===== config.mk =====
export PLATFORM = sky130hd
export DESIGN_NAME = dmac_cmd
export DESIGN_NICKNAME = d
export VERILOG_FILES = /design/src/hdl/dmac_pkg.sv /design/src/hdl/dmac_cmd.sv /design/src/hdl/dmac_fifo.sv
export SDC_FILE = /design/constraint.sdc
export NUM_CORES = 1
export LEC_CHECK = 0
export BUFFER_PORTS_ARGS = -buffer_cell sky130_fd_sc_hd__buf_2
export CAP_MARGIN = 20
export CELL_PAD_IN_SITES_DETAIL_PLACEMENT = 1
export CELL_PAD_IN_SITES_GLOBAL_PLACEMENT = 1
export CORE_UTILIZATION = 44
export DETAILED_ROUTE_END_ITERATION = 12
export PLACE_DENSITY = 0.81
export SYNTH_ARGS = -nofsm -noshare
export SYNTH_HDL_FRONTEND = slang
export SYNTH_SLANG_ARGS = --single-unit

===== constraint.sdc =====
create_clock -name clock -period 3.04 [get_ports clock]
set_input_delay 0.456 -clock clock [delete_from_list [all_inputs] [get_ports clock]]
set_output_delay 0.456 -clock clock [all_outputs]
set_load 0.1 [all_outputs]

===== src/hdl/dmac_pkg.sv =====
// dmac_pkg: constants shared by the debug memory access command block.
// assumes a byte stream from the debug line transport and a simple
// request/acknowledge memory port toward the cpu memory paths.
package dmac_pkg;

  ////////////////////////////////////////////////////////////////////////
  // command opcodes
  localparam logic [7:0] DMAC_OP_REG_RD  = 8'h09;
  localparam logic [7:0] DMAC_OP_PROG_WR = 8'h0a;
  localparam logic [7:0] DMAC_OP_PROG_RD = 8'h0b;
  localparam logic [7:0] DMAC_OP_DATA_WR = 8'h0c;

  // byte returned for every requested byte while reads are guarded
  localparam logic [7:0] DMAC_FILL_BYTE  = 8'hff;

  // header bytes after the opcode
  localparam logic [2:0] DMAC_HDR_LEN_REG = 3'h3;
  localparam logic [2:0] DMAC_HDR_LEN_MEM = 3'h4;

  // byte counts for a size field of zero
  localparam logic [16:0] DMAC_MAX_REG_CNT = 17'h00100;
  localparam logic [16:0] DMAC_MAX_MEM_CNT = 17'h10000;

  ////////////////////////////////////////////////////////////////////////
  // memory space select on the shared memory port
  localparam logic [1:0] DMAC_SPACE_REG  = 2'h0; // register file
  localparam logic [1:0] DMAC_SPACE_PROG = 2'h1; // load constant path
  localparam logic [1:0] DMAC_SPACE_DATA = 2'h2; // load external path

  ////////////////////////////////////////////////////////////////////////
  // register port map and fields
  localparam logic [7:0] DMAC_OFS_CTRL   = 8'h00;
  localparam logic [7:0] DMAC_OFS_STATUS = 8'h04;
  localparam logic [7:0] DMAC_OFS_REMAIN = 8'h08;
  localparam logic [7:0] DMAC_OFS_ADDR   = 8'h0c;

  localparam int DMAC_CTRL_DEBUG   = 0; // chip in debug mode
  localparam int DMAC_CTRL_PROTECT = 1; // read protect option active
  localparam int DMAC_CTRL_UNLOCK  = 2; // flash controller unlocked

  localparam logic [2:0] DMAC_CTRL_RESET = 3'h0;

  // fifo depth in front of the parser
  localparam int DMAC_FIFO_DEPTH = 4;

  ////////////////////////////////////////////////////////////////////////
  // command sequencer states, one-hot
  typedef enum logic [6:0] {
    DMAC_IDLE    = 7'h01,
    DMAC_HDR     = 7'h02,
    DMAC_RD_REQ  = 7'h04,
    DMAC_RD_WAIT = 7'h08,
    DMAC_SEND    = 7'h10,
    DMAC_WR_DATA = 7'h20,
    DMAC_WR_WAIT = 7'h40
  } dmac_state_t;

endpackage


===== src/hdl/dmac_cmd.sv =====
// dmac_cmd: debug command interpreter for register and memory access.
// assumes bytes arrive from the debug line transport as a valid/ready
// stream, answers leave as a valid/ready stream, and memory is reached
// through one request/acknowledge port shared by all spaces.
//
// The strobed register port and the register addresses were left to the implementer.
`timescale 1ns/1ps
module dmac_cmd
  import dmac_pkg::*;
#(
  parameter int FIFO_DEPTH = DMAC_FIFO_DEPTH
) (
  input  wire logic        clock,
  input  wire logic        rstn,
  input  wire logic        ce,
  // bytes received on the debug line
  input  wire logic [7:0]  rxData,
  input  wire logic        rxValid,
  output logic             rxReady,
  // bytes to send on the debug line
  output logic      [7:0]  txData,
  output logic             txValid,
  input  wire logic        txReady,
  // shared memory port
  output logic             memReq,
  output logic             memWe,
  output logic      [1:0]  memSpace,
  output logic      [15:0] memAddr,
  output logic      [7:0]  memWdata,
  input  wire logic [7:0]  memRdata,
  input  wire logic        memAck,
  // register port
  input  wire logic [7:0]  regAddr,
  input  wire logic [31:0] regWdata,
  input  wire logic        regWr,
  input  wire logic        regRd,
  output logic      [31:0] regRdata
);

  ////////////////////////////////////////////////////////////////////////
  // declarations
  dmac_state_t state_reg, state_next;
  logic [7:0]  opcode_reg, opcode_next;
  logic [2:0]  hdrIdx_reg, hdrIdx_next;
  logic [15:0] addr_reg, addr_next;
  logic [7:0]  sizeHi_reg, sizeHi_next;
  logic [16:0] remain_reg, remain_next;
  logic [7:0]  txData_reg, txData_next;
  logic        txValid_reg, txValid_next;
  logic        memReq_reg, memReq_next;
  logic        memWe_reg, memWe_next;
  logic [7:0]  memWdata_reg, memWdata_next;
  logic [2:0]  ctrl_reg;
  logic [31:0] regRdata_reg;
  logic [7:0]  fifoData;
  logic        fifoValid;
  logic        fifoPop;

  ////////////////////////////////////////////////////////////////////////
  // receive buffer; the parser stalls during memory waits so it fills
  dmac_fifo #(
    .WIDTH (8),
    .DEPTH (FIFO_DEPTH)
  ) u_rx_fifo (
    .clock    (clock),
    .rstn     (rstn),
    .ce       (ce),
    .inData   (rxData),
    .inValid  (rxValid),
    .inReady  (rxReady),
    .outData  (fifoData),
    .outValid (fifoValid),
    .outReady (fifoPop)
  );

  ////////////////////////////////////////////////////////////////////////
  // decode of control and opcode
  wire debugOn   = ctrl_reg[DMAC_CTRL_DEBUG];
  wire protectOn = ctrl_reg[DMAC_CTRL_PROTECT];
  wire unlockOn  = ctrl_reg[DMAC_CTRL_UNLOCK];
  wire guarded   = !debugOn || protectOn;

  wire isRegRd   = (opcode_reg == DMAC_OP_REG_RD);
  wire isProgWr  = (opcode_reg == DMAC_OP_PROG_WR);
  wire isProgRd  = (opcode_reg == DMAC_OP_PROG_RD);
  wire isDataWr  = (opcode_reg == DMAC_OP_DATA_WR);
  wire isRead    = isRegRd || isProgRd;

  wire knownOp   = (fifoData == DMAC_OP_REG_RD)
                || (fifoData == DMAC_OP_PROG_WR)
                || (fifoData == DMAC_OP_PROG_RD)
                || (fifoData == DMAC_OP_DATA_WR);

  // write is dropped when guarded, or for a program write while the flash is still locked
  wire dropWr    = guarded || (isProgWr && !unlockOn);

  wire [2:0] hdrLen  = isRegRd ? DMAC_HDR_LEN_REG : DMAC_HDR_LEN_MEM;
  wire       hdrLast = (hdrIdx_reg == hdrLen - 3'h1);
  wire       lastByte = (remain_reg == 17'h00001);

  // count for the final header byte, zero size means full range
  wire [15:0] sizeRaw = isRegRd ? {8'h00, fifoData}
                                : {sizeHi_reg, fifoData};
  wire [16:0] maxCnt  = isRegRd ? DMAC_MAX_REG_CNT : DMAC_MAX_MEM_CNT;
  wire [16:0] startCnt = (sizeRaw == 16'h0000) ? maxCnt
                                               : {1'b0, sizeRaw};

  // memory space per command
  wire [1:0] spaceSel = isRegRd  ? DMAC_SPACE_REG
                      : isDataWr ? DMAC_SPACE_DATA
                                 : DMAC_SPACE_PROG;

  // bytes are only taken while the parser can act on them
  assign fifoPop = fifoValid && ((state_reg == DMAC_IDLE)
                            || (state_reg == DMAC_HDR)
                            || (state_reg == DMAC_WR_DATA));

  ////////////////////////////////////////////////////////////////////////
  // command sequencer next state
  always_comb begin
    state_next    = state_reg;
    opcode_next   = opcode_reg;
    hdrIdx_next   = hdrIdx_reg;
    addr_next     = addr_reg;
    sizeHi_next   = sizeHi_reg;
    remain_next   = remain_reg;
    txData_next   = txData_reg;
    txValid_next  = txValid_reg;
    memReq_next   = memReq_reg;
    memWe_next    = memWe_reg;
    memWdata_next = memWdata_reg;
    case (state_reg)
      DMAC_IDLE: begin
        // unknown opcodes are swallowed so the stream resyncs
        if (fifoPop && knownOp) begin
          opcode_next = fifoData;
          hdrIdx_next = 3'h0;
          state_next  = DMAC_HDR;
        end
      end
      DMAC_HDR: begin
        if (fifoPop) begin
          hdrIdx_next = hdrIdx_reg + 3'h1;
          case (hdrIdx_reg)
            3'h0: begin
              if (isRegRd) begin
                addr_next = {4'h0, fifoData[3:0], 8'h00};
              end else begin
                addr_next = {fifoData, 8'h00};
              end
            end
            3'h1: begin
              addr_next = {addr_reg[15:8], fifoData};
            end
            3'h2: begin
              sizeHi_next = fifoData;
            end
            default: begin
            end
          endcase
          if (hdrLast) begin
            remain_next = startCnt;
            state_next  = isRead ? DMAC_RD_REQ : DMAC_WR_DATA;
          end
        end
      end
      DMAC_RD_REQ: begin
        if (guarded) begin
          txData_next  = DMAC_FILL_BYTE;
          txValid_next = 1'b1;
          state_next   = DMAC_SEND;
        end else begin
          memReq_next = 1'b1;
          memWe_next  = 1'b0;
          state_next  = DMAC_RD_WAIT;
        end
      end
      DMAC_RD_WAIT: begin
        if (memAck) begin
          memReq_next  = 1'b0;
          txData_next  = memRdata;
          txValid_next = 1'b1;
          state_next   = DMAC_SEND;
        end
      end
      DMAC_SEND: begin
        if (txReady) begin
          txValid_next = 1'b0;
          addr_next    = addr_reg + 16'h0001;
          remain_next  = remain_reg - 17'h00001;
          state_next   = lastByte ? DMAC_IDLE : DMAC_RD_REQ;
        end
      end
      DMAC_WR_DATA: begin
        if (fifoPop) begin
          if (dropWr) begin
            // dropped bytes still count and step the address
            addr_next   = addr_reg + 16'h0001;
            remain_next = remain_reg - 17'h00001;
            state_next  = lastByte ? DMAC_IDLE : DMAC_WR_DATA;
          end else begin
            memReq_next   = 1'b1;
            memWe_next    = 1'b1;
            memWdata_next = fifoData;
            state_next    = DMAC_WR_WAIT;
          end
        end
      end
      DMAC_WR_WAIT: begin
        if (memAck) begin
          memReq_next = 1'b0;
          memWe_next  = 1'b0;
          addr_next   = addr_reg + 16'h0001;
          remain_next = remain_reg - 17'h00001;
          state_next  = lastByte ? DMAC_IDLE : DMAC_WR_DATA;
        end
      end
      default: begin
        state_next   = DMAC_IDLE;
        memReq_next  = 1'b0;
        txValid_next = 1'b0;
      end
    endcase
  end

  ////////////////////////////////////////////////////////////////////////
  // sequencer registers
  always_ff @(posedge clock or negedge rstn) begin
    if (!rstn) begin
      state_reg    <= DMAC_IDLE;
      opcode_reg   <= 8'h00;
      hdrIdx_reg   <= 3'h0;
      addr_reg     <= 16'h0000;
      sizeHi_reg   <= 8'h00;
      remain_reg   <= 17'h00000;
    end else if (ce) begin
      state_reg    <= state_next;
      opcode_reg   <= opcode_next;
      hdrIdx_reg   <= hdrIdx_next;
      addr_reg     <= addr_next;
      sizeHi_reg   <= sizeHi_next;
      remain_reg   <= remain_next;
    end
  end

  // output flops toward the line and the memory port
  always_ff @(posedge clock or negedge rstn) begin
    if (!rstn) begin
      txData_reg   <= 8'h00;
      txValid_reg  <= 1'b0;
      memReq_reg   <= 1'b0;
      memWe_reg    <= 1'b0;
      memWdata_reg <= 8'h00;
    end else if (ce) begin
      txData_reg   <= txData_next;
      txValid_reg  <= txValid_next;
      memReq_reg   <= memReq_next;
      memWe_reg    <= memWe_next;
      memWdata_reg <= memWdata_next;
    end
  end

  ////////////////////////////////////////////////////////////////////////
  // register port; unmapped addresses read zero, writes ignored
  wire ctrlHit = (regAddr == DMAC_OFS_CTRL);

  wire [31:0] statusWord = {16'h0000, 1'b0, state_reg, opcode_reg};
  wire [31:0] rdMux = (regAddr == DMAC_OFS_CTRL)   ? {29'h0, ctrl_reg}
                    : (regAddr == DMAC_OFS_STATUS) ? statusWord
                    : (regAddr == DMAC_OFS_REMAIN) ? {15'h0, remain_reg}
                    : (regAddr == DMAC_OFS_ADDR)   ? {16'h0, addr_reg}
                    : 32'h00000000;

  // guard bits may change mid command; they apply to the next byte
  always_ff @(posedge clock or negedge rstn) begin
    if (!rstn) begin
      ctrl_reg     <= DMAC_CTRL_RESET;
      regRdata_reg <= 32'h00000000;
    end else if (ce) begin
      if (regWr && ctrlHit) ctrl_reg <= regWdata[2:0];
      if (regRd) regRdata_reg <= rdMux;
    end
  end

  ////////////////////////////////////////////////////////////////////////
  // outputs straight from flops
  assign txData   = txData_reg;
  assign txValid  = txValid_reg;
  assign memReq   = memReq_reg;
  assign memWe    = memWe_reg;
  assign memAddr  = addr_reg;
  assign memWdata = memWdata_reg;
  assign regRdata = regRdata_reg;

  // space follows the opcode register, stable through a command
  logic [1:0] memSpace_reg;
  always_ff @(posedge clock or negedge rstn) begin
    if (!rstn) begin
      memSpace_reg <= DMAC_SPACE_REG;
    end else if (ce) begin
      memSpace_reg <= spaceSel;
    end
  end
  assign memSpace = memSpace_reg;

endmodule


===== src/hdl/dmac_fifo.sv =====
// dmac_fifo: small first-in first-out buffer with valid/ready on both
// sides. assumes one clock, asynchronous active-low reset and a clock
// enable that freezes all state.
`timescale 1ns/1ps
module dmac_fifo #(
  parameter int WIDTH = 8,
  parameter int DEPTH = 4
) (
  input  wire logic             clock,
  input  wire logic             rstn,
  input  wire logic             ce,
  input  wire logic [WIDTH-1:0] inData,
  input  wire logic             inValid,
  output logic                  inReady,
  output logic      [WIDTH-1:0] outData,
  output logic                  outValid,
  input  wire logic             outReady
);
  localparam int AW = (DEPTH > 1) ? $clog2(DEPTH) : 1;
  localparam int CW = $clog2(DEPTH + 1);
  localparam logic [CW-1:0] FULL_CNT = CW'(DEPTH);

  logic [WIDTH-1:0] memArr [DEPTH];
  logic [AW-1:0]    wrPtr_reg;
  logic [AW-1:0]    rdPtr_reg;
  logic [CW-1:0]    count_reg;
  logic [CW-1:0]    count_next;
  logic             ready_reg;

  ////////////////////////////////////////////////////////////////////////
  // handshakes; ready is a flop so the port stays glitch free
  wire push = inValid & ready_reg;
  wire pop  = outValid & outReady;

  assign inReady    = ready_reg;
  assign outValid   = (count_reg != '0);
  assign outData    = memArr[rdPtr_reg];
  assign count_next = count_reg + CW'(push) - CW'(pop);

  // pointer wrap, depth need not be a power of two
  function automatic logic [AW-1:0] bump(input logic [AW-1:0] p);
    bump = (p == AW'(DEPTH - 1)) ? '0 : p + AW'(1);
  endfunction

  // storage has no reset, only the pointers, count and ready do
  always_ff @(posedge clock) begin
    if (ce && push) begin
      memArr[wrPtr_reg] <= inData;
    end
  end

  // pointers, fill count and registered ready
  always_ff @(posedge clock or negedge rstn) begin
    if (!rstn) begin
      wrPtr_reg <= '0;
      rdPtr_reg <= '0;
      count_reg <= '0;
      ready_reg <= 1'b0;
    end else if (ce) begin
      if (push) wrPtr_reg <= bump(wrPtr_reg);
      if (pop)  rdPtr_reg <= bump(rdPtr_reg);
      count_reg <= count_next;
      ready_reg <= (count_next != FULL_CNT);
    end
  end

endmodule


# Word level (Yosys, flattened, before mapping)
# Memories as Yosys holds them, arrays and structs flattened.
# Cells that the tools add are included.
# totals
register_bits	123
ram_bits	32
input_bits	64
out_inout_bits	70
wordCells	174
n_memories	1
# mem_list
name	words	word_bits	read_ports	rd_clocked_by_memory_dff	wr	line_no	text
u_rx_fifo.memArr	4	8	1	0	1	dmac_fifo.sv:23	logic [WIDTH-1:0] memArr [DEPTH];
# op_classes
add_sub_neg	8
eq_ne	40
muxes	59
bitwise	5
reduce_logical	42
# ops
operator	count
two-way mux 17 bit	11
two-way mux 16 bit	8
equality test 8 x 4 -> 1 bit, second input constant	10
case mux 17 bit (4 select lines)	1
case mux 16 bit (4 select lines)	1
two-way mux 7 bit	8
case mux 7 bit (7 select lines)	1
case mux 16 bit (2 select lines)	1
AND reduction 8 bit	3
inequality test 2 bit, second input constant	11
equality test 17 x 1 -> 1 bit, second input constant	1
subtractor 17 x 1 -> 17 bit, second input constant	1
adder 16 x 1 -> 16 bit, second input constant	1
zero test 16 bit	1
two-way mux 8 bit	2
case mux 8 bit (2 select lines)	1
AND reduction 4 bit	4
two-way mux 3 bit	4
two-way mux 6 bit	2
AND reduction 6 bit	2
two-way mux 1 bit	10
AND reduction 9 bit	1
equality test 8 x 3 -> 1 bit, second input constant	1
zero test 8 bit	1
other kinds (39)	67

# Longest topological paths before layout
# Gate-level depths: netlist of run 1.
# An unclocked memory read counts as a cell.
# logic_depth
depth_word	8
depth_mapped	13
ltp_nobuf	12

# By module
# A second synthesis of run 1 with hierarchy kept.
# unflattened
hier_cells	694
hier_area_um2	7485.9
# modules_own_cells
mod	n_inst	cells_each	area_each_um2	seq_area_each_um2
dmac_cmd	1	602	5780.5	2503.7
dmac_fifo	1	92	1705.4	1161.1

# Worst setup path before layout of run 1
# No wires, ideal clock.
# synth_timing
kind	register -> register
from	register state_reg[6]
to	register u_rx_fifo.ready_reg (netlist: u_rx_fifo.inReady)
setup_time_ns	0.145
t_arrival_ns	2.485
required_ns	2.895
setup_slack_ns	0.410
stages_incl_launch_ff	14
n_path_buf	1
synth_period_minus_slack_ns	2.630
cell_sequence	dfrtp_1 buf_2 nor4_1 o211ai_1 nand2b_1 inv_1 ha_1 inv_1 ha_1 inv_1 fa_1 xor2_1 xor2_1 a41oi_1
# synth_via
elab_chain_cells	7
elab_cells_between_ends	9
classes_between	add/sub (1); eq/ne (4); bitwise (1); reduce/logical (3)
# synth_rtl
element	line_no	text
start: declaration	dmac_cmd.sv:42	dmac_state_t state_reg, state_next;
start signal: assignment	dmac_cmd.sv:237	state_reg <= state_next;
equality test 7 x 1 -> 1 bit or equality test 7 x 2 -> 1 bit (tied branches)	dmac_cmd.sv:114, dmac_cmd.sv:115	
logical OR 1 bit	dmac_cmd.sv:115	|| (state_reg == DMAC_HDR)
logical OR 1 bit *	dmac_cmd.sv:116	|| (state_reg == DMAC_WR_DATA));
logical AND 1 bit *	dmac_cmd.sv:114	assign fifoPop = fifoValid && ((state_reg == DMAC_IDLE)
AND 1 bit *	dmac_fifo.sv:33	wire pop = outValid & outReady;
subtractor 3 x 1 -> 3 bit *	dmac_fifo.sv:38	assign count_next = count_reg + CW'(push) - CW'(pop);
inequality test 3 bit *	dmac_fifo.sv:63	ready_reg <= (count_next != FULL_CNT);
end signal: assignment	dmac_fifo.sv:63	
end: declaration	dmac_fifo.sv:28	logic ready_reg;
# Mark *: on every way between the ends. The rest lies on a longest branch, timed or not.
# A chain may end at the register's enable or synchronous reset.

# Final worst setup path of run 1
# layout_timing
from	register state_reg[0]
to	register u_rx_fifo.ready_reg (netlist: u_rx_fifo.inReady)
# Same word-level chain as after synthesis.

==> key figures, run 1 <==
Global route
  – Global-route wire length before repair: between 30 and 40 mm
  – Vias in the first global route: between 6000 and 7000
  – Number of antenna violations at the first check in global routing: 0
  – Overflow left after global routing: 0
  – Total routing usage reported by global routing: 0.272
  – Largest net degree at the start of global routing: 53

Drt
  – DRC errors left: 0
  – Via total after detailed routing: approximately 6200
  – Per-cell routed wire length: about 22 um
  – First-pass iteration count of the detailed router: 5
  – Number of vias per cell: between 5 and 6
  – DRC marker count from the first detailed-route iteration: between 300 and 400
  – Total wire length: ~22 mm
  – Antenna-violating nets left: 0

Yosys
  – Leading area contributor after synthesis: sky130_fd_sc_hd__dfrtp_1
  – Synth Flop Type: sky130_fd_sc_hd__dfrtp_1
  – Avg Synthesized Cell Area: roughly 11 um^2
  – Sequential area share after synthesis: 0.491
  – Synth Register Bits: 140
  – Cell area after synthesis: 7460 um^2
  – Cell count after synthesis: around 700
  – Share of flip-flops with an asynchronous set or reset: 0.771
  – Yosys warns: 0
  – Largest cells by area after synthesis: sky130_fd_sc_hd__dfrtp_1, sky130_fd_sc_hd__edfxtp_1, sky130_fd_sc_hd__mux2_2, sky130_fd_sc_hd__o21ai_0, sky130_fd_sc_hd__mux4_2
  – Distinct cells, synth: 81
  – EDFF count, synth: 32
  – Area fraction of the dominant cell type after synthesis: 0.359

Worst setup path
  – Crit path max fanout: 7
  – Max stage delay on crit path: 0.60 ns
  – Worst setup EP type: flip-flop
  – Slowest cell on crit path: sky130_fd_sc_hd__dfstp_2
  – Type of the setup path with the least slack: flip-flop to flip-flop
  – R2R cell count: 12
  – Most frequent cell on the critical path: sky130_fd_sc_hd__inv_1
  – Crit start category: flip-flop
  – Launch instance of the worst register-to-register path: state_reg[0]$_DFFE_PN1P_
  – Critical path cell sequence: xor2_1 -> o211ai_1 -> nand2b_4 -> inv_1 -> ha_1 -> inv_1 -> ha_1 -> inv_1 -> fa_1 -> xor2_2 -> xor2_1 -> a41oi_1
  – Worst R2R Setup Slack: 0.18 ns
  – Capture point of the worst reg-to-reg path: u_rx_fifo.inReady$_DFFE_PN0P_
  – Required time at the endpoint of the critical path: 3.33 ns
  – Endpoint arrival time on the critical path: ~3.2 ns

Floorplanning
  – Number of cell rows: 47
  – Core Region: roughly 17000 um^2
  – Die area: ~17000 um^2
  – Y dimension of the die: about 130 um
  – Die outline width: ~130 um
  – IO Pins: 134
  – Initial core utilization: 0.450

Clock tree
  – Buffers from clock root to sink, at most: 2
  – Clock tree sinks: 140
  – Clock tree from TritonCTS: done
  – Clock-pin transition on the worst setup and hold timing paths: approximately 0.060 ns
  – Maximum level of the CTS H-tree: 4
  – Number of hold buffers added after cts: 0
  – Number of CTS-inserted buffers: 17
  – Insertion delay to the later sink of the worst-skew pair: about 0.43 ns
  – Root Buffer: sky130_fd_sc_hd__clkbuf_16

Place
  – Post-Place Cell Area: roughly 8200 um^2
  – Post-placement setup slack: approximately 0.10 ns
  – Hpwl dp: about 16 mm
  – Dpl cells: around 1000
  – GP Congestion: 0.862
  – Port buffer count: between 80 and 90

Run
  – Number of maximum-capacitance constraint violations: 0

Pwr
  – Maximum resistive drop on vdd: ~0.66 mV
  – Power density normalized to cell area: 844 nW/um^2
  – Reported leakage power: 3.95 nW
  – Final total power: ~7.4 mW

STA
  – Slew at the pin with the worst max-slew slack: between 0.7 and 0.8 ns
  – Hold violation count in the final report: 0
  – Setup tns final: 0 ns
  – Worst slew margin relative to its limit: 0.489
  – Post-route minimum period: approximately 2.9 ns
  – RSZ-0062 raised after global routing: false
  – Max Slew Vio Count: 0
  – Post-Route Skew: approximately 0.015 ns
  – Fin crit share: 0.940
  – Worst Hold Margin: between 0.06 and 0.07 ns
  – Fin worst setup slack: around 0.18 ns
  – Highest attainable clock frequency: 0.350 GHz
  – Final Setup Violations: 0

Final layout
  – Proportion of layout cells with a drive suffix above 1: 0.270
  – Area added between synthesis and finish: 18.0%
  – Number of flip-flops under the largest register name: 32
  – Diode count: 0
  – Number of non-filler instances in the completed layout: approximately 1000
  – Final Net Count: 885
  – Design Area, Final: roughly 8800 um^2
  – Layout Utilization: 0.531

Hold path
  – Hold WC Path Type: primary input to async pin

Run status
  – Run status: complete, no violations
worst max-delay path, delay by kind of cell (launching register included):
kind	cells	cell delay [ns]
simple gates	1	0.22
flops	1	0.60
fa+ha+maj	3	0.82
compound gates	2	0.45
buf+inv	3	0.19
xor+xnor	3	0.47
Yosys cell counts, types with 6 or more instances:
library cell	number
sky130_fd_sc_hd__nor2b_1	6
sky130_fd_sc_hd__nand4_1	10
sky130_fd_sc_hd__nor3_1	21
sky130_fd_sc_hd__nor4_1	11
sky130_fd_sc_hd__a21oi_1	40
sky130_fd_sc_hd__inv_1	23
sky130_fd_sc_hd__ha_1	14
sky130_fd_sc_hd__and2_1	7
sky130_fd_sc_hd__mux2_2	35
sky130_fd_sc_hd__nor2_1	44
sky130_fd_sc_hd__and3_1	10
sky130_fd_sc_hd__edfxtp_1	32
sky130_fd_sc_hd__buf_2	12
sky130_fd_sc_hd__nand2_1	56
sky130_fd_sc_hd__a22oi_1	16
sky130_fd_sc_hd__nand3_1	23
sky130_fd_sc_hd__mux4_2	10
sky130_fd_sc_hd__o21ai_0	61
sky130_fd_sc_hd__a22o_1	6
sky130_fd_sc_hd__a31oi_1	11
sky130_fd_sc_hd__o22a_1	14
sky130_fd_sc_hd__clkbuf_1	20
sky130_fd_sc_hd__buf_4	15
sky130_fd_sc_hd__o21ai_1	7
sky130_fd_sc_hd__dfrtp_1	107
power breakdown:
group	leakage [nW]	switching, mW	internal [mW]
sequential	1.70	0.423	2.21
clock	0.278	0.811	1.27
combinational	1.97	1.86	0.857
total	3.95	3.10	4.34
cell families (layout without fill, tap and decap cells):
| group | count (synthesis) | in the layout | share of synthesized area |
|---|---|---|---|
| AND/OR/NAND/NOR | 227 | 227 | 0.169 |
| AO/OA/AOI/OAI | 193 | 193 | 0.163 |
| flip-flops | 140 | 140 | 0.491 |
| buffers and inverters | 76 | 173 | 0.0499 |
| multiplexers | 48 | 48 | 0.0898 |
| adder cells (fa/ha/maj) | 15 | 15 | 0.0261 |
| XOR/XNOR | 8 | 8 | 0.0104 |
| other | 1 | 15 | 0.000502 |
per-layer routing:
layer  up-vias  share of wire  track usage
li1       2799              -            -
met1      3144           0.42        0.341
met2       206           0.50        0.462
met3        34          0.053       0.0542
met4         0          0.023        0.105
met5         -              0            0
worst max path at each step:
stage	startpoint	endpoint	slack [ns]	cells after the start
after global placement	state_reg[0]$_DFFE_PN1P_	u_rx_fifo.inReady$_DFFE_PN0P_	0.22	12
after floorplan	state_reg[6]$_DFFE_PN0P_	u_rx_fifo.inReady$_DFFE_PN0P_	0.41	13
after CTS	state_reg[0]$_DFFE_PN1P_	u_rx_fifo.inReady$_DFFE_PN0P_	0.09	12
after global routing	state_reg[0]$_DFFE_PN1P_	u_rx_fifo.inReady$_DFFE_PN0P_	0.005	12
final	state_reg[0]$_DFFE_PN1P_	u_rx_fifo.inReady$_DFFE_PN0P_	0.18	12
after detailed placement	state_reg[0]$_DFFE_PN1P_	u_rx_fifo.inReady$_DFFE_PN0P_	0.10	12
area by class of cell:
type	count	area [um^2]
tap	220	275
clock buffer	18	429
timing repair buffer	118	703
multi-input combinational	506	3490
inverter	23	86.3
fill	1880	7780
clock inverter	14	153
sequential	140	3670
cell usage in the layout (no fill, tap or decap), types with 10 or more instances in the layout:
cell and instances:
sky130_fd_sc_hd__dfrtp_1 106, sky130_fd_sc_hd__nand4_1 10, sky130_fd_sc_hd__a22oi_1 16, sky130_fd_sc_hd__nor3_1 21, sky130_fd_sc_hd__and3_1 10, sky130_fd_sc_hd__mux2_2 35, sky130_fd_sc_hd__a21oi_1 40, sky130_fd_sc_hd__o22a_1 14
sky130_fd_sc_hd__edfxtp_1 32, sky130_fd_sc_hd__nand3_1 23, sky130_fd_sc_hd__nor2_1 44, sky130_fd_sc_hd__buf_2 88, sky130_fd_sc_hd__inv_1 23, sky130_fd_sc_hd__clkbuf_16 17, sky130_fd_sc_hd__mux4_2 10, sky130_fd_sc_hd__a31oi_1 11
sky130_fd_sc_hd__o21ai_0 61, sky130_fd_sc_hd__buf_4 27, sky130_fd_sc_hd__nor4_1 11, sky130_fd_sc_hd__ha_1 14, sky130_fd_sc_hd__conb_1 15, sky130_fd_sc_hd__nand2_1 56
what timing repair did:
action | 4_1_cts | 5_1_grt
buffers inserted | 0 | 3
endpoints found under the setup margin | 0 | 2
gates resized for setup | 0 | 3
Power figures use the tool's default switching activity.
==> inputs of run 2 (changes only) <==
ABC_AREA = 1   (was not set)
CORE_UTILIZATION = 42   (was 44)
CTS_BUF_LIST = sky130_fd_sc_hd__clkbuf_4 sky130_fd_sc_hd__clkbuf_8 sky130_fd_sc_hd__clkbuf_16   (was not set)
PLACE_DENSITY = 0.8   (was 0.81)
==> run 2 against run 1 <==
  * Maximum frequency is 2.2% higher
  * Total power up 33%
  * Highest routed layer unchanged
  * Utilization is 3.4 points lower
  * Wire length is 1.9% higher
==> key figures, run 2 <==
Place
  – Dpl cells: 1247 (+24%)
  – Hpwl dp: 16.9 mm (+6.4%)
  – Port buffer count: 89 (unchanged)
  – GP Congestion: 0.868 (+0.64%)

Worst setup path
  – Slowest cell on crit path: sky130_fd_sc_hd__dfstp_2
  – Crit path max fanout: 10 (+3)
  – Type of the setup path with the least slack: flip-flop to flip-flop
  – Family with the most delay on the worst path: adder cells
  – Required time at the endpoint of the critical path: 3.35 ns (+0.02 ns)
  – Critical path cell sequence: inv_1 -> nand2_2 -> nor2_4 -> nand2_4 -> nand3_4 -> nand2_4 -> inv_1 -> ha_1 -> inv_1 -> ha_1 -> inv_1 -> fa_1 -> xnor2_1 -> nand2_1 -> o32a_1
  – Endpoint arrival time on the critical path: 3.10 ns (-0.05 ns)
  – Most frequent cell on the critical path: sky130_fd_sc_hd__inv_1
  – WP buf/inv: 4 (+1)
  – Max stage delay on crit path: 0.59 ns (about the same)
  – Crit start category: flip-flop
  – Worst setup EP type: flip-flop

Final layout
  – Proportion of layout cells with a drive suffix above 1: 0.190 (-0.0803)
  – Most common cell after layout, fill and taps aside: sky130_fd_sc_hd__nand2_1
  – Final Net Count: 1116 (+26%)
  – Diode count: 0 (unchanged)
  – Number of non-filler instances in the completed layout: 1279 (+23%)
  – Number of flip-flops under the largest register name: 32 (unchanged)
  – Area added between synthesis and finish: 16.0%
  – Leading cell types in the layout, fill and taps excluded: sky130_fd_sc_hd__nand2_1, sky130_fd_sc_hd__dfrtp_1, sky130_fd_sc_hd__inv_1
  – Filler instances: 2220 (+18%)

Clock tree
  – Buffer count from post-CTS setup fixing: 0 (unchanged)
  – Number of hold buffers added after cts: 0 (unchanged)
  – Insertion delay to the later sink of the worst-skew pair: 0.43 ns (about the same)
  – Number of CTS-inserted buffers: 17 (unchanged)
  – Clock tree from TritonCTS: done
  – Clock tree sinks: 140 (unchanged)
  – Maximum level of the CTS H-tree: 4 (unchanged)
  – Root Buffer: sky130_fd_sc_hd__clkbuf_16
  – Clock-pin transition on the worst setup and hold timing paths: 0.07 ns (about the same)
  – Number of gates given a new drive strength after cts: 0 (unchanged)
  – Buffers from clock root to sink, at most: 2 (unchanged)

Pwr
  – Reported leakage power: 4.42 nW (+12%)
  – Maximum resistive drop on vdd: 0.889 mV (+35%)
  – Power density normalized to cell area: 1100 nW/um^2 (+31%)

Run
  – Number of maximum-capacitance constraint violations: 0 (unchanged)

STA
  – Max Slew Vio Count: 0 (unchanged)
  – Fin crit share: 0.920 (-0.0200)
  – Setup tns final: 0 ns (unchanged)
  – Post-route minimum period: 2.80 ns (-0.0607 ns)
  – Highest attainable clock frequency: 0.358 GHz (+2.2%)
  – Slew at the pin with the worst max-slew slack: 0.884 ns (+0.117 ns)
  – Hold violation count in the final report: 0 (unchanged)
  – Post-Route Skew: 0.00946 ns (-0.00588 ns)
  – Worst slew margin relative to its limit: 0.409 (-0.0796)
  – RSZ-0062 raised after global routing: false
  – Final Setup Violations: 0 (unchanged)

Global route
  – Total routing usage reported by global routing: 0.256 (-0.0156)
  – Overflow left after global routing: 0 (unchanged)
  – Global-route wire length before repair: 36.1 mm (-0.67%)
  – Vias in the first global route: 6776 (+2.5%)
  – Largest net degree at the start of global routing: 49 (-7.5%)
  – Number of antenna violations at the first check in global routing: 0 (unchanged)

Yosys
  – Synth Flop Type: sky130_fd_sc_hd__dfrtp_1
  – Largest cells by area after synthesis: sky130_fd_sc_hd__dfrtp_1, sky130_fd_sc_hd__edfxtp_1, sky130_fd_sc_hd__nand2_1, sky130_fd_sc_hd__nand3_1, sky130_fd_sc_hd__inv_1
  – Cell count after synthesis: 938 (+32%)
  – Top cells by instance count after synthesis: sky130_fd_sc_hd__nand2_1, sky130_fd_sc_hd__dfrtp_1, sky130_fd_sc_hd__inv_1
  – Avg Synthesized Cell Area: 8.24 um^2 (-22%)
  – Cell area after synthesis: 7730 um^2 (+3.6%)
  – Most frequently used cell type in the post-synthesis netlist: sky130_fd_sc_hd__nand2_1
  – Share of flip-flops with an asynchronous set or reset: 0.771 (unchanged)
  – Yosys warns: 0 (unchanged)
  – Area fraction of the dominant cell type after synthesis: 0.346 (-0.0124)
  – Leading area contributor after synthesis: sky130_fd_sc_hd__dfrtp_1
  – EDFF count, synth: 32 (unchanged)
  – Synth Register Bits: 140 (unchanged)
  – Distinct cells, synth: 47 (-42%)
  – Sequential area share after synthesis: 0.474 (-0.0169)

Floorplanning
  – IO Pins: 134 (unchanged)
  – Initial core utilization: 0.429 (-0.0212)
  – Number of cell rows: 49 (+4.3%)
  – Die outline width: 138 um (+4.1%)
  – Y dimension of the die: 138 um (+4.1%)
  – Core Region: 18000 um^2 (+8.7%)
  – Die area: 19000 um^2 (+8.4%)

Drt
  – Antenna-violating nets left: 0 (unchanged)
  – First-pass iteration count of the detailed router: 5 (unchanged)
  – DRC marker count from the first detailed-route iteration: 393 (+26%)
  – Total wire length: 22.8 mm (+1.9%)
  – DRC errors left: 0 (unchanged)
  – Number of vias per cell: 5.33 (-10%)
  – Via total after detailed routing: 6819 (+10%)
  – Per-cell routed wire length: 17.9 um (-17%)

Run status
  – Run status: complete, no violations

Hold path
  – Hold WC Path Type: primary input to async pin
run 2: cell types whose count changed in the layout (fill, tap and decap cells not counted), sizes merged, moves of 16 or more:
cell / change
a21oi: -22
inv: +83
mux2: -35
nand2: +208
nand3: +56
nor2: +46
o21ai: +16
run 2: layer usage:
| metal | routed length [um] | vias up | part of all wire | global-route usage |
|---|---|---|---|---|
| met1 | 10100 | 3368 | 0.44 | 0.322 |
| li1 | - | 3275 | - | - |
| met3 | 855 | 36 | 0.037 | 0.0445 |
| met5 | 0 | - | 0 | 0 |
| met2 | 11300 | 140 | 0.50 | 0.434 |
| met4 | 603 | 0 | 0.026 | 0.102 |
run 2: logic make-up after synthesis:
logic type,count (synthesis),share of synthesized area
flip-flops,140,0.474
buffers and inverters,143,0.0863
adder cells (fa/ha/maj),15,0.0252
other,1,0.000485
multiplexers,1,0.00146
XOR/XNOR,17,0.0193
AND/OR/NAND/NOR,473,0.279
AO/OA/AOI/OAI,148,0.114
run 2: layout make-up:
class	count	area (um^2)	area share
sequential	140	3660	0.409
multi-input combinational	669	3450	0.385
timing repair buffer	107	583	0.0650
clock buffer	19	440	0.0491
inverter	102	388	0.0432
tap	229	287	0.0319
clock inverter	13	154	0.0172
run 2: worst register-to-register path: stages, from the launching register on:
cell and delay (ns):
sky130_fd_sc_hd__dfstp_2 0.59, sky130_fd_sc_hd__inv_1 0.09, sky130_fd_sc_hd__nand2_2 0.09, sky130_fd_sc_hd__nor2_4 0.05, sky130_fd_sc_hd__nand2_4 0.14, sky130_fd_sc_hd__nand3_4 0.12, sky130_fd_sc_hd__nand2_4 0.09, sky130_fd_sc_hd__inv_1 0.04
sky130_fd_sc_hd__ha_1 0.26, sky130_fd_sc_hd__inv_1 0.06, sky130_fd_sc_hd__ha_1 0.15, sky130_fd_sc_hd__inv_1 0.05, sky130_fd_sc_hd__fa_1 0.38, sky130_fd_sc_hd__xnor2_1 0.19, sky130_fd_sc_hd__nand2_1 0.09, sky130_fd_sc_hd__o32a_1 0.29
run 2: path summary, 6_finish.rpt:
check | end | start | slack (ns) | cells after the start
max | u_rx_fifo.inReady$_DFFE_PN0P_ | state_reg[0]$_DFFE_PN1P_ | 0.24 | 15
min | memAddr[10]$_DFFE_PN0P_ | rstn | 0.07 | 1
max reg2reg | u_rx_fifo.inReady$_DFFE_PN0P_ | state_reg[0]$_DFFE_PN1P_ | 0.24 | 15
min reg2reg | opcode_reg[4]$_DFFE_PN0P_ | opcode_reg[4]$_DFFE_PN0P_ | 0.48 | 2
max in group asynchronous | memAddr[12]$_DFFE_PN0P_ | rstn | 2.21 | 2
min in group clock | u_rx_fifo.memArr[2][2]$_DFFE_PP_ | rxData[2] | 0.25 | 1
run 2: metrics by stage:
stage	hold WS, ns	area, um^2	setup WS (ns)	utilization	power [mW]
finish	0.0691	8970	0.244	0.498	9.88
global route	0.120	8970	0.0541	0.498	10.5
CTS	0.0984	8970	0.221	0.498	9.93
detailed placement	0.457	8370	0.330	0.465	7.75
global placement	0.449	8370	0.376	0.465	7.64
floorplan	0.160	7780	0.526	-	6.58
run 2: power by group:
part           internal (mW)  switching [mW]
sequential              2.37           0.564
combinational           1.19            3.65
clock                   1.25           0.867
